## config.mk

```make
export PLATFORM = sky130hd
export DESIGN_NAME = shiu_core
export DESIGN_NICKNAME = d
export VERILOG_FILES = /design/src/shared/shiu_pkg.sv /design/src/rtl/shiu_core.sv
export SDC_FILE = /design/constraint.sdc
export NUM_CORES = 1
export LEC_CHECK = 0
export CAP_MARGIN = 25
export CORE_MARGIN = 2
export CORE_UTILIZATION = 55
export CTS_CLUSTER_SIZE = 12
export DETAILED_ROUTE_END_ITERATION = 7
export DONT_BUFFER_PORTS = 1
export GPL_TIMING_DRIVEN = 0
export PLACE_DENSITY = 0.69
export SYNTH_ARGS = -nofsm -noshare
export SYNTH_HDL_FRONTEND = slang
export SYNTH_SLANG_ARGS = --single-unit
export TNS_END_PERCENT = 5
```

## constraint.sdc

```tcl
create_clock -name clock -period 2.5 [get_ports clock]
set_input_delay 0.125 -clock clock [delete_from_list [all_inputs] [get_ports clock]]
set_output_delay 0.125 -clock clock [all_outputs]
set_load 0.05 [all_outputs]
```

## src/shared/shiu_pkg.sv

```systemverilog
// Shared constants and carrier types for the system hint instruction unit.
// Assumes a single core clock domain and a 32-bit APB register bus.
package shiu_pkg;

  // ****************************************************************
  // Register map (byte addresses)
  // ****************************************************************
  localparam logic [7:0] SHIU_CTRL_OFF   = 8'h00;
  localparam logic [7:0] SHIU_STATE_OFF  = 8'h04;
  localparam logic [7:0] SHIU_IRQ_ST_OFF = 8'h08;
  localparam logic [7:0] SHIU_IRQ_MK_OFF = 8'h0C;

  // Control fields
  localparam int SHIU_CTRL_EVPEND_POS = 0;
  localparam int SHIU_CTRL_DBGEN_POS  = 1;

  // Status and mask bit positions
  localparam int SHIU_IRQ_SVC_POS   = 0;
  localparam int SHIU_IRQ_SEV_POS   = 1;
  localparam int SHIU_IRQ_WAKE_POS  = 2;
  localparam int SHIU_IRQ_FLUSH_POS = 3;
  localparam int SHIU_IRQ_W         = 4;

  // Reset values
  localparam logic [31:0] SHIU_WORD_RST   = 32'h0000_0000;
  localparam logic [7:0]  SHIU_BPRI_RST   = 8'h00;
  localparam logic        SHIU_EVREG_RST  = 1'b0;
  localparam logic [1:0]  SHIU_CTRL_RST   = 2'h0;
  localparam logic [3:0]  SHIU_IRQ_RST    = 4'h0;

  // Program status word layout
  localparam int SHIU_FLAG_HI    = 31;
  localparam int SHIU_FLAG_LO    = 27;
  localparam int SHIU_EXEC_HI    = 26;
  localparam int SHIU_EXEC_LO    = 9;
  localparam logic [31:0] SHIU_APP_MASK = 32'hF800_0000;

  // Special register selectors
  typedef enum logic [3:0] {
    SHIU_SR_APP   = 4'h0,
    SHIU_SR_PSW   = 4'h1,
    SHIU_SR_MSP   = 4'h2,
    SHIU_SR_PSP   = 4'h3,
    SHIU_SR_IMASK = 4'h4,
    SHIU_SR_BPRI  = 4'h5,
    SHIU_SR_BPMAX = 4'h6,
    SHIU_SR_FMASK = 4'h7,
    SHIU_SR_CTRL  = 4'h8
  } shiu_sreg_e;

  // Instruction operations
  typedef enum logic [3:0] {
    SHIU_OP_NOP  = 4'h0,
    SHIU_OP_ISB  = 4'h1,
    SHIU_OP_MRS  = 4'h2,
    SHIU_OP_MSR  = 4'h3,
    SHIU_OP_SEV  = 4'h4,
    SHIU_OP_SVC  = 4'h5,
    SHIU_OP_WFE  = 4'h6,
    SHIU_OP_WFI  = 4'h7
  } shiu_op_e;

  // Sleep machine states
  typedef enum logic [1:0] {
    SHIU_RUN       = 2'b00,
    SHIU_SLEEP_EVT = 2'b01,
    SHIU_SLEEP_INT = 2'b10
  } shiu_state_e;

  // Instruction issued by fetch
  typedef struct packed {
    logic        valid;
    shiu_op_e    op;
    shiu_sreg_e  sreg;
    logic [31:0] src;
    logic [7:0]  imm;
  } shiu_instr_s;

  // Result returned to the pipeline
  typedef struct packed {
    logic        rd_valid;
    logic [31:0] rd_data;
    logic        svc_raise;
    logic [7:0]  svc_imm;
    logic        flush;
  } shiu_result_s;

  // Wake sources from exception and debug logic
  typedef struct packed {
    logic exc_unmasked;
    logic exc_any;
    logic exc_new_pend;
    logic dbg_req;
    logic ext_event;
  } shiu_wake_s;

endpackage

```

## src/rtl/shiu_core.sv

```systemverilog
// System hint instruction unit: barrier, special register moves,
// event and sleep hints, supervisor call, with an APB register port.
// Assumes one core clock; wake inputs come from logic on that clock.
//
// Functional notes
// - barrier flushes pipeline for refetch
// - special read copies selected register out
// - raise alias reads as base priority
// - unprivileged write reaches application flags only
// - unprivileged ignores unallocated and execution bits
// - raise alias writes only when raising
// - special write sets flags from source
// - no operation has no effect
// - send event signals out, sets event
// - supervisor call raises exception, keeps immediate
// - wait for event sleeps when clear
// - event sleep wakes on listed sources
// - wait with event set clears, continues
// - wait for interrupt wakes on exception, debug
// - other instructions keep flags unchanged
`timescale 1ns/1ps
`default_nettype none

module shiu_core (
  input  wire logic                  clock,
  input  wire logic                  rst_b,
  input  wire shiu_pkg::shiu_instr_s instr,
  input  wire logic                  privileged,
  input  wire shiu_pkg::shiu_wake_s  wake,
  output var  shiu_pkg::shiu_result_s result,
  output logic                       instr_ready,
  output logic                       core_sleeping,
  output logic                       event_out,
  output logic [31:0]                psw_out,
  output logic [7:0]                 base_pri_out,
  output logic                       imask_out,
  output logic                       fmask_out,
  input  wire logic                  psel,
  input  wire logic                  penable,
  input  wire logic                  pwrite,
  input  wire logic [7:0]            paddr,
  input  wire logic [31:0]           pwdata,
  output logic [31:0]                prdata,
  output logic                       pready,
  output logic                       pslverr,
  output logic                       irq
);
  import shiu_pkg::*;

  // ****************************************************************
  // Architectural state
  // ****************************************************************
  logic [31:0]       psw_reg;
  logic [31:0]       msp_reg;
  logic [31:0]       psp_reg;
  logic [7:0]        bpri_reg;
  logic              imask_reg;
  logic              fmask_reg;
  logic [1:0]        ctrl_word_reg;
  logic              event_reg;
  shiu_state_e       state_reg;
  shiu_state_e       state_next;
  logic [1:0]        cfg_reg;
  logic [3:0]        irq_st_reg;
  logic [3:0]        irq_mk_reg;
  logic [3:0]        irq_set;
  logic              issue;
  logic              msr_go;
  logic              wake_evt;
  logic              wake_int;
  logic              wfe_sleep;
  logic              apb_wr;
  logic              apb_rd;

  // Raise-only compare for the conditional base priority write
  function automatic logic bpri_raise(input logic [7:0] cur, input logic [7:0] val);
    bpri_raise = (val != 8'h00) && ((cur == 8'h00) || (cur > val));
  endfunction

  // Masked merge of a new value into an old word
  function automatic logic [31:0] merge(input logic [31:0] old_v, input logic [31:0] new_v,
                                        input logic [31:0] sel);
    merge = (old_v & ~sel) | (new_v & sel);
  endfunction

  // ****************************************************************
  // Issue and wake decode
  // ****************************************************************
  assign instr_ready   = (state_reg == SHIU_RUN);
  assign issue         = instr.valid && instr_ready;
  assign msr_go        = issue && (instr.op == SHIU_OP_MSR);
  assign core_sleeping = (state_reg != SHIU_RUN);
  // Event sleep wake sources
  assign wake_evt = wake.exc_unmasked
                  || (wake.exc_new_pend && cfg_reg[SHIU_CTRL_EVPEND_POS])
                  || (wake.dbg_req && cfg_reg[SHIU_CTRL_DBGEN_POS])
                  || wake.ext_event;
  // Interrupt sleep ignores debug enable
  assign wake_int = wake.exc_any || wake.dbg_req;
  assign wfe_sleep = issue && (instr.op == SHIU_OP_WFE) && !event_reg;

  // Sleep state machine
  always_comb begin
    state_next = state_reg;
    unique case (state_reg)
      SHIU_RUN: begin
        if (wfe_sleep) begin
          state_next = SHIU_SLEEP_EVT;
        end else if (issue && (instr.op == SHIU_OP_WFI)) begin
          state_next = SHIU_SLEEP_INT;
        end
      end
      SHIU_SLEEP_EVT: begin
        if (wake_evt) begin
          state_next = SHIU_RUN;
        end
      end
      SHIU_SLEEP_INT: begin
        if (wake_int) begin
          state_next = SHIU_RUN;
        end
      end
      default: state_next = SHIU_RUN;
    endcase
  end

  always_ff @(posedge clock or negedge rst_b) begin
    if (!rst_b) begin
      state_reg <= SHIU_RUN;
    end else begin
      state_reg <= state_next;
    end
  end

  // Local event register
  always_ff @(posedge clock or negedge rst_b) begin
    if (!rst_b) begin
      event_reg <= SHIU_EVREG_RST;
    end else if (issue && (instr.op == SHIU_OP_SEV)) begin
      event_reg <= 1'b1;
    end else if (wake.ext_event && state_reg != SHIU_SLEEP_EVT) begin
      event_reg <= 1'b1;
    end else if (issue && (instr.op == SHIU_OP_WFE)) begin
      event_reg <= 1'b0;
    end
  end

  // ****************************************************************
  // Special register writes
  // ****************************************************************
  always_ff @(posedge clock or negedge rst_b) begin
    if (!rst_b) begin
      psw_reg <= SHIU_WORD_RST;
    end else if (msr_go) begin
      if (instr.sreg == SHIU_SR_APP || !privileged) begin
        // Only flags change; other bits kept for unprivileged code
        psw_reg <= merge(psw_reg, instr.src, SHIU_APP_MASK);
      end else if (instr.sreg == SHIU_SR_PSW) begin
        psw_reg <= instr.src;
      end
    end
  end

  // Privileged-only special registers; flags untouched by these
  always_ff @(posedge clock or negedge rst_b) begin
    if (!rst_b) begin
      msp_reg       <= SHIU_WORD_RST;
      psp_reg       <= SHIU_WORD_RST;
      bpri_reg      <= SHIU_BPRI_RST;
      imask_reg     <= 1'b0;
      fmask_reg     <= 1'b0;
      ctrl_word_reg <= 2'h0;
    end else if (msr_go && privileged) begin
      unique case (instr.sreg)
        SHIU_SR_MSP:   msp_reg <= instr.src;
        SHIU_SR_PSP:   psp_reg <= instr.src;
        SHIU_SR_IMASK: imask_reg <= instr.src[0];
        SHIU_SR_FMASK: fmask_reg <= instr.src[0];
        SHIU_SR_CTRL:  ctrl_word_reg <= instr.src[1:0];
        SHIU_SR_BPRI:  bpri_reg <= instr.src[7:0];
        SHIU_SR_BPMAX: begin
          if (bpri_raise(bpri_reg, instr.src[7:0])) begin
            bpri_reg <= instr.src[7:0];
          end
        end
        default: ;
      endcase
    end
  end

  // ****************************************************************
  // Pipeline results
  // ****************************************************************
  always_ff @(posedge clock or negedge rst_b) begin
    if (!rst_b) begin
      result <= '0;
    end else begin
      result.rd_valid  <= issue && (instr.op == SHIU_OP_MRS);
      result.svc_raise <= issue && (instr.op == SHIU_OP_SVC);
      if (issue && (instr.op == SHIU_OP_SVC)) begin
        result.svc_imm <= instr.imm;
      end
      result.flush     <= issue && (instr.op == SHIU_OP_ISB);
      if (issue && (instr.op == SHIU_OP_MRS)) begin
        unique case (instr.sreg)
          SHIU_SR_APP:   result.rd_data <= psw_reg & SHIU_APP_MASK;
          SHIU_SR_PSW:   result.rd_data <= psw_reg;
          SHIU_SR_MSP:   result.rd_data <= msp_reg;
          SHIU_SR_PSP:   result.rd_data <= psp_reg;
          SHIU_SR_IMASK: result.rd_data <= {31'h0, imask_reg};
          SHIU_SR_FMASK: result.rd_data <= {31'h0, fmask_reg};
          SHIU_SR_CTRL:  result.rd_data <= {30'h0, ctrl_word_reg};
          SHIU_SR_BPRI,
          SHIU_SR_BPMAX: result.rd_data <= {24'h0, bpri_reg};
          default:       result.rd_data <= 32'h0;
        endcase
      end
    end
  end
  // No operation only retires; nothing else changes

  // Outgoing event pulse
  always_ff @(posedge clock or negedge rst_b) begin
    if (!rst_b) begin
      event_out <= 1'b0;
    end else begin
      event_out <= issue && (instr.op == SHIU_OP_SEV);
    end
  end

  assign psw_out      = psw_reg;
  assign base_pri_out = bpri_reg;
  assign imask_out    = imask_reg;
  assign fmask_out    = fmask_reg;

  // ****************************************************************
  // APB slave and interrupt
  // ****************************************************************
  assign pready  = 1'b1;
  assign pslverr = 1'b0;
  assign apb_wr  = psel && penable && pwrite;
  assign apb_rd  = psel && !penable && !pwrite;

  // Event sources for the sticky status
  assign irq_set = {result.flush, state_reg != SHIU_RUN && state_next == SHIU_RUN,
                    event_out, result.svc_raise};

  always_ff @(posedge clock or negedge rst_b) begin
    if (!rst_b) begin
      cfg_reg    <= SHIU_CTRL_RST;
      irq_mk_reg <= SHIU_IRQ_RST;
    end else if (apb_wr) begin
      if (paddr == SHIU_CTRL_OFF) begin
        cfg_reg <= pwdata[1:0];
      end
      if (paddr == SHIU_IRQ_MK_OFF) begin
        irq_mk_reg <= pwdata[SHIU_IRQ_W-1:0];
      end
    end
  end

  // Write one to clear; a new event wins over the clear
  always_ff @(posedge clock or negedge rst_b) begin
    if (!rst_b) begin
      irq_st_reg <= SHIU_IRQ_RST;
    end else begin
      if (apb_wr && paddr == SHIU_IRQ_ST_OFF) begin
        irq_st_reg <= (irq_st_reg & ~pwdata[SHIU_IRQ_W-1:0]) | irq_set;
      end else begin
        irq_st_reg <= irq_st_reg | irq_set;
      end
    end
  end

  // Read data registered in the setup cycle
  always_ff @(posedge clock or negedge rst_b) begin
    if (!rst_b) begin
      prdata <= 32'h0;
    end else if (apb_rd) begin
      unique case (paddr)
        SHIU_CTRL_OFF:   prdata <= {30'h0, cfg_reg};
        SHIU_STATE_OFF:  prdata <= {29'h0, event_reg, state_reg};
        SHIU_IRQ_ST_OFF: prdata <= {28'h0, irq_st_reg};
        SHIU_IRQ_MK_OFF: prdata <= {28'h0, irq_mk_reg};
        default:         prdata <= 32'h0;
      endcase
    end
  end

  assign irq = |(irq_st_reg & irq_mk_reg);

endmodule
`default_nettype wire

```

=== After elaboration in Yosys (flattened, before gate mapping) ===
Cells that the tools add are included.
W data, S select, Z words.

* Register bits after elaboration: 197
* Input bits: 100

* Magnitude comparators: 1
* Equal/unequal tests: 22
* Mux-type cells: 15
* Bitwise logic cells: 6
* Reduce and logical (&&, ||, !) cells: 51

{| class="wikitable"
|+ Operators by type and width
! kind !! number
|-
| $pmux W32 S8 || 1
|-
| $mux W32 || 2
|-
| $eq A4 B3 Y1 const B || 8
|-
| $or A27 B32 Y32 || 1
|-
| $logic_and A1 B1 Y1 || 20
|-
| $eq A4 B2 Y1 const B || 4
|-
| $eq A8 B4 Y1 const B || 2
|-
| $logic_not A8 Y1 || 2
|-
| $pmux W4 S4 || 1
|-
| $pmux W8 S2 || 1
|-
| $reduce_and A2 Y1 || 8
|-
| $and A4 B4 Y4 || 2
|-
| $eq A4 B1 Y1 const B || 2
|-
| $eq A8 B3 Y1 const B || 1
|-
| $gt A8 B8 Y1 || 1
|-
| $mux W2 || 4
|-
| $mux W8 || 1
|-
| $or A4 B4 Y4 || 2
|-
| $reduce_bool A8 Y1 || 1
|-
| $logic_or A1 B1 Y1 || 6
|-
| $pmux W2 S3 || 1
|-
| $reduce_bool A2 Y1 || 3
|-
| $eq A4 B4 Y1 const B || 1
|-
| $logic_not A1 Y1 || 4
|-
| 13 further kinds || 16
|}

=== Logic depth before layout (Yosys ltp) ===
* Depth in word-level cells: 10
* Mapped depth: 8
* Depth with buffers taken out: 7

=== Worst setup path before layout ===
No wires, ideal clock.

* Path type: reg-to-reg
* From: register bpri_reg[1] (netlist: base_pri_out[1])
* To: register bpri_reg[0] (netlist: base_pri_out[0])
* Library setup time: 125 ps
* Data arrival time: 2044 ps
* Required time: 2375 ps
* Path slack: 331 ps
* Stages on the path, launching flop included: 7
* Buffers on the path: 0
* Clock period less this slack: 2169 ps
* Cell sequence: dfrtp_1 -> ha_1 -> nor2b_1 -> o211ai_1 -> a21oi_1 -> o211ai_2 -> mux2_2

* Longest elaborated chain between the ends: 5
* Elaborated cells between the ends (all ways): 6

{| class="wikitable"
|+ Ends and longest elaborated chain
! item !! RTL line !! RTL
|-
| start: declaration || shiu_core.sv:56 || <nowiki>logic [7:0] bpri_reg;</nowiki>
|-
| start signal: assignment || shiu_core.sv:180 || <nowiki>SHIU_SR_BPRI: bpri_reg <= instr.src[7:0];</nowiki>
|-
| start signal: assignment || shiu_core.sv:183 || <nowiki>bpri_reg <= instr.src[7:0];</nowiki>
|-
| $gt A8 B8 Y1 or $logic_not A8 Y1 (tied branches) || shiu_core.sv:77 || <nowiki>bpri_raise = (val != 8'h00) && ((cur == 8'h00) || (cur > val));</nowiki>
|-
| $logic_or A1 B1 Y1 * || shiu_core.sv:77 ||
|-
| $logic_and A1 B1 Y1 * || shiu_core.sv:77 ||
|-
| $ne A2 B2 Y1 (no line) * || -- ||
|-
| $reduce_and A3 Y1 (no line) * || -- ||
|}

Every way passes the cells marked *; elsewhere a longest branch is shown, timed or not.
A chain may end at the register's enable or synchronous reset.

=== Worst setup path in the final report ===
* From: register state_reg[0]
* To: register state_reg[0]

* Longest elaborated chain between the ends: 6
* Elaborated cells between the ends (all ways): 12

{| class="wikitable"
|+ Ends and longest elaborated chain
! item !! RTL line !! RTL
|-
| start: declaration || shiu_core.sv:61 || <nowiki>shiu_state_e state_reg;</nowiki>
|-
| start signal: assignment || shiu_core.sv:131 || <nowiki>state_reg <= state_next;</nowiki>
|-
| $logic_not A2 Y1 || shiu_core.sv:89, shiu_core.sv:105 ||
|-
| $logic_and A1 B1 Y1 || shiu_core.sv:90 || <nowiki>assign issue = instr.valid && instr_ready;</nowiki>
|-
| $logic_and A1 B1 Y1, on equally long branches || shiu_core.sv:109, shiu_core.sv:100 ||
|-
| $mux W2 or $logic_and A1 B1 Y1 (tied branches) || shiu_core.sv:109, shiu_core.sv:100 ||
|-
| $mux W2 || shiu_core.sv:107 || <nowiki>if (wfe_sleep) begin</nowiki>
|-
| $pmux W2 S3 * || shiu_core.sv:105 || <nowiki>unique case (state_reg)</nowiki>
|-
| net state_next[0] || shiu_core.sv:62 || <nowiki>shiu_state_e state_next;</nowiki>
|}

Mark *: on every way through the listed nets, which the timed path passes. The rest lies on a longest branch.

==> out/metrics.csv <==
stage,metric,value,unit
cts,path_clk_slew,0.06,ns
cells_and_area,layout.nets,856,
critical_path,cp.required,2.85,ns
global_route,grt_max_degree,170,
cells_and_area,top_register,result,
cells_and_area,multi_input_area,0.00333,sq mm
sta,max_freq,403,MHz
detailed_routing,dr.pass1.iters,5,
place,place_congestion,0.893,
sta,slew_violations,0,
power_and_ir_drop,power.density,677,mW/mm^2
global_route,grtUsageTotal,26.3,%
detailed_routing,route.vias.total,5426,
floorplanning,fp.dieArea,0.0153,sq mm
place,dpl.hpwl,13000,um
critical_path,path_class,reg -> reg,
global_route,antenna_found_initial,0,
critical_path,critPathArrivalTime,2.84,ns
detailed_routing,wirelength,19500,um
sta,setup_viol,0,
cts,cts.htree.levels,4,
floorplanning,die_height,124,um
cts,cts_buffer_depth,2,
synthesis,ys_types,55,
flow_run,cap_violations,0,
critical_path,startpoint_type,register,
sta,tightest_slew,0.985,ns
synthesis,synthArstFlopShare,100,%
detailed_routing,drcViolationCount,0,
cts,clkSinkCount,169,
floorplanning,ioPinCount,223,
sta,setup_tns,0,ns
synthesis,ys_seq_area_share,53.7,%
synthesis,synthCells,638,
sta,rsz0062_at_grt,yes,
detailed_routing,routed_via_density,5.77,
sta,min_period,2.48,ns
synthesis,yosysWarnings,0,
floorplanning,die_w,124,um
cts,cts_tree,yes,
sta,hold_viol,169,
cells_and_area,largest_reg_flops,43,
critical_path,crit_path_end_kind,register,
power_and_ir_drop,peakVddDrop,0.452,mV
cells_and_area,fillers,1016,
global_route,grt_pass1_wl,30000,um
detailed_routing,drt_iter0_markers,269,
cells_and_area,antenna_cells,0,
detailed_routing,ant_nets,0,
global_route,first_global_vias,5759,
cts,clk_latency,0.42,ns
detailed_routing,avgRoutedWirePerCell,20.7,um
global_route,overflow,0,
cts,holdBufCountCts,62,
power_and_ir_drop,p_leak,0.00457,uW
floorplanning,core_area,0.0139,sq mm
sta,hold_ws,-0.603,ns
cts,cts_buffers,17,
outcome,violations,hold timing,
synthesis,syn-cell-area,0.00787,sq mm
synthesis,ys_ff_latch,169,
critical_path,cp_max_fo,5,
floorplanning,initial_core_util,56.5,%
sta,fin_crit_sh,99.3,%
synthesis,syn_avg_cell_area,12.3,sq um
cells_and_area,final-seq-area,0.00424,sq mm
cells_and_area,syn_to_final_growth,20.2,%
sta,skew,0.00682,ns
worst_hold_path,min_path_type,in -> async,
sta,slew_headroom,33.9,%
outcome,status,"finished, violations left",
floorplanning,num_rows,43,
cells_and_area,drive_gt1_share,29.8,%
synthesis,synth_edf_count,0,
synthesis,synthFlopType,dfrtp_1,
cts,root_buffer,clkbuf_16,
place,place.port_buffers,0,
cells in the mapped netlist, drive strengths merged, types with 2 or more instances:
cell type    n  area (sq um)
a211oi       2          15.0
a21o         3          22.5
a21oi        5          28.8
a22o         8          70.1
a22oi       29           218
buf         44           299
clkbuf      19          71.3
conb         2          7.51
dfrtp      169          4230
ha           8           100
inv         16          60.1
mux2       138          1570
mux2i        8          80.1
mux4         3          67.6
nand2       77           289
nand2b       5          31.3
nand3        3          15.0
nand3b       2          15.0
nand4        3          25.0
nor2         6          22.5
nor2b        3          18.8
nor3         9          66.3
nor4         4          25.0
nor4b        2          32.5
o211ai       3          27.5
o21a         2          15.0
o21ai       22           110
o31ai       26           195
or3          3          23.8
or4          2          18.8
or4b         2          23.8
through the flow:
stage / worst slack (ns) / std cells / power, uW / utilization, % / area (sq um)
floorplan: 0.331 / 666 / 3600 / - / 7980
global route: -0.0744 / 941 / 6630 / 67.9 / 9460
global placement: -0.0676 / 846 / 3680 / 58.8 / 8200
detailed placement: -0.0878 / 846 / 3690 / 58.8 / 8200
finish: 0.0167 / 941 / 6410 / 67.9 / 9460
CTS: 0.0277 / 941 / 6450 / 67.7 / 9440
routing by layer:
layer / vias to the layer above / global-route usage [%] / part of all wire, %
li1: 2466 / - / -
met1: 2694 / 31.3 / 40
met2: 233 / 44.1 / 49
met3: 33 / 9.57 / 8.5
met4: 0 / 9.30 / 2.2
met5: - / 0 / 0
what timing repair did:
action	CTS	global route
buffers inserted	1	0
resized for setup	1	7
endpoints found under the setup margin	21	107
endpoints found under the hold margin	305	169
pin swaps	1	1
worst paths after layout:
path / start / to / slack, ns / depth (start not counted)
max in group asynchronous: rst_b / base_pri_out[1]$_DFFE_PN0P_ / 2.86 / 0
worst min register to register: psp_reg[7]$_DFFE_PN0P_ / psp_reg[7]$_DFFE_PN0P_ / 0.49 / 1
worst max-delay path: state_reg[0]$_DFF_PN0_ / state_reg[0]$_DFF_PN0_ / 0.02 / 5
worst min-delay path: rst_b / prdata[2]$_DFFE_PN0P_ / -0.60 / 0
worst max register to register: state_reg[0]$_DFF_PN0_ / state_reg[0]$_DFF_PN0_ / 0.02 / 5
min in group clock: paddr[3] / prdata[2]$_DFFE_PN0P_ / 0 / 2
worst max-delay path: stages (launching register included):
cell,delay (ns)
dfrtp_1,0.44
nor4b_4,0.41
nand2_1,0.17
or4b_2,0.66
o41ai_1,0.11
dlygate4sd3_1,0.63
cells by family (layout without fill, tap and decap cells):
| kind of cell | Yosys count | in the layout | share of synthesized area [%] |
|---|---|---|---|
| AOI/OAI and AO/OA | 105 | 105 | 9.46 |
| adders and majority gates | 8 | 8 | 1.27 |
| buffers and inverters | 80 | 175 | 5.52 |
| DFF | 169 | 169 | 53.7 |
| muxes | 149 | 149 | 21.8 |
| other | 2 | 30 | 0.0954 |
| and+or+nand+nor | 125 | 125 | 8.11 |
cell usage in the layout, fill, tap and decap left out, types with 2 or more instances in the layout:
cell / Yosys / final
mux2_2: 130 / 130
clkbuf_16: 0 / 17
clkbuf_1: 19 / 23
inv_1: 16 / 16
mux4_2: 3 / 3
conb_1: 2 / 30
nand3b_1: 2 / 2
a21o_1: 3 / 3
o31ai_1: 26 / 26
dlygate4sd3_1: 0 / 62
buf_4: 30 / 31
mux2_1: 4 / 4
mux2_4: 4 / 4
nor2_1: 6 / 6
nand4_1: 2 / 2
nor4_1: 4 / 4
buf_1: 2 / 2
nor3_4: 1 / 3
bufinv_16: 0 / 2
o21a_1: 2 / 2
mux2i_1: 8 / 8
nor2b_1: 3 / 3
a22oi_1: 29 / 29
clkinv_4: 0 / 2
dfrtp_2: 0 / 5
clkbuf_8: 0 / 6
a22o_1: 8 / 8
buf_2: 11 / 11
nor3_1: 6 / 6
nand3_1: 3 / 3
o211ai_1: 2 / 2
or3_1: 2 / 2
a211oi_1: 2 / 2
nand2_1: 77 / 77
nand2b_1: 5 / 5
o21ai_0: 22 / 22
a21oi_1: 4 / 4
ha_1: 8 / 8
dfrtp_1: 169 / 164
area by class of cell:
cell class | instances | area share, %
Inverter | 17 | 0.674
Tap cell | 180 | 2.38
Sequential cell | 169 | 44.8
Buffer | 63 | 3.91
Clock buffer | 27 | 5.53
Timing Repair Buffer | 63 | 6.64
Clock inverter | 5 | 0.873
Multi-Input combinational cell | 417 | 35.2
power by group:
group / switching (uW) / internal [uW]
combinational: 300 / 235
sequential: 367 / 2850
clock: 1020 / 1640
Power figures use the tool's default switching activity.
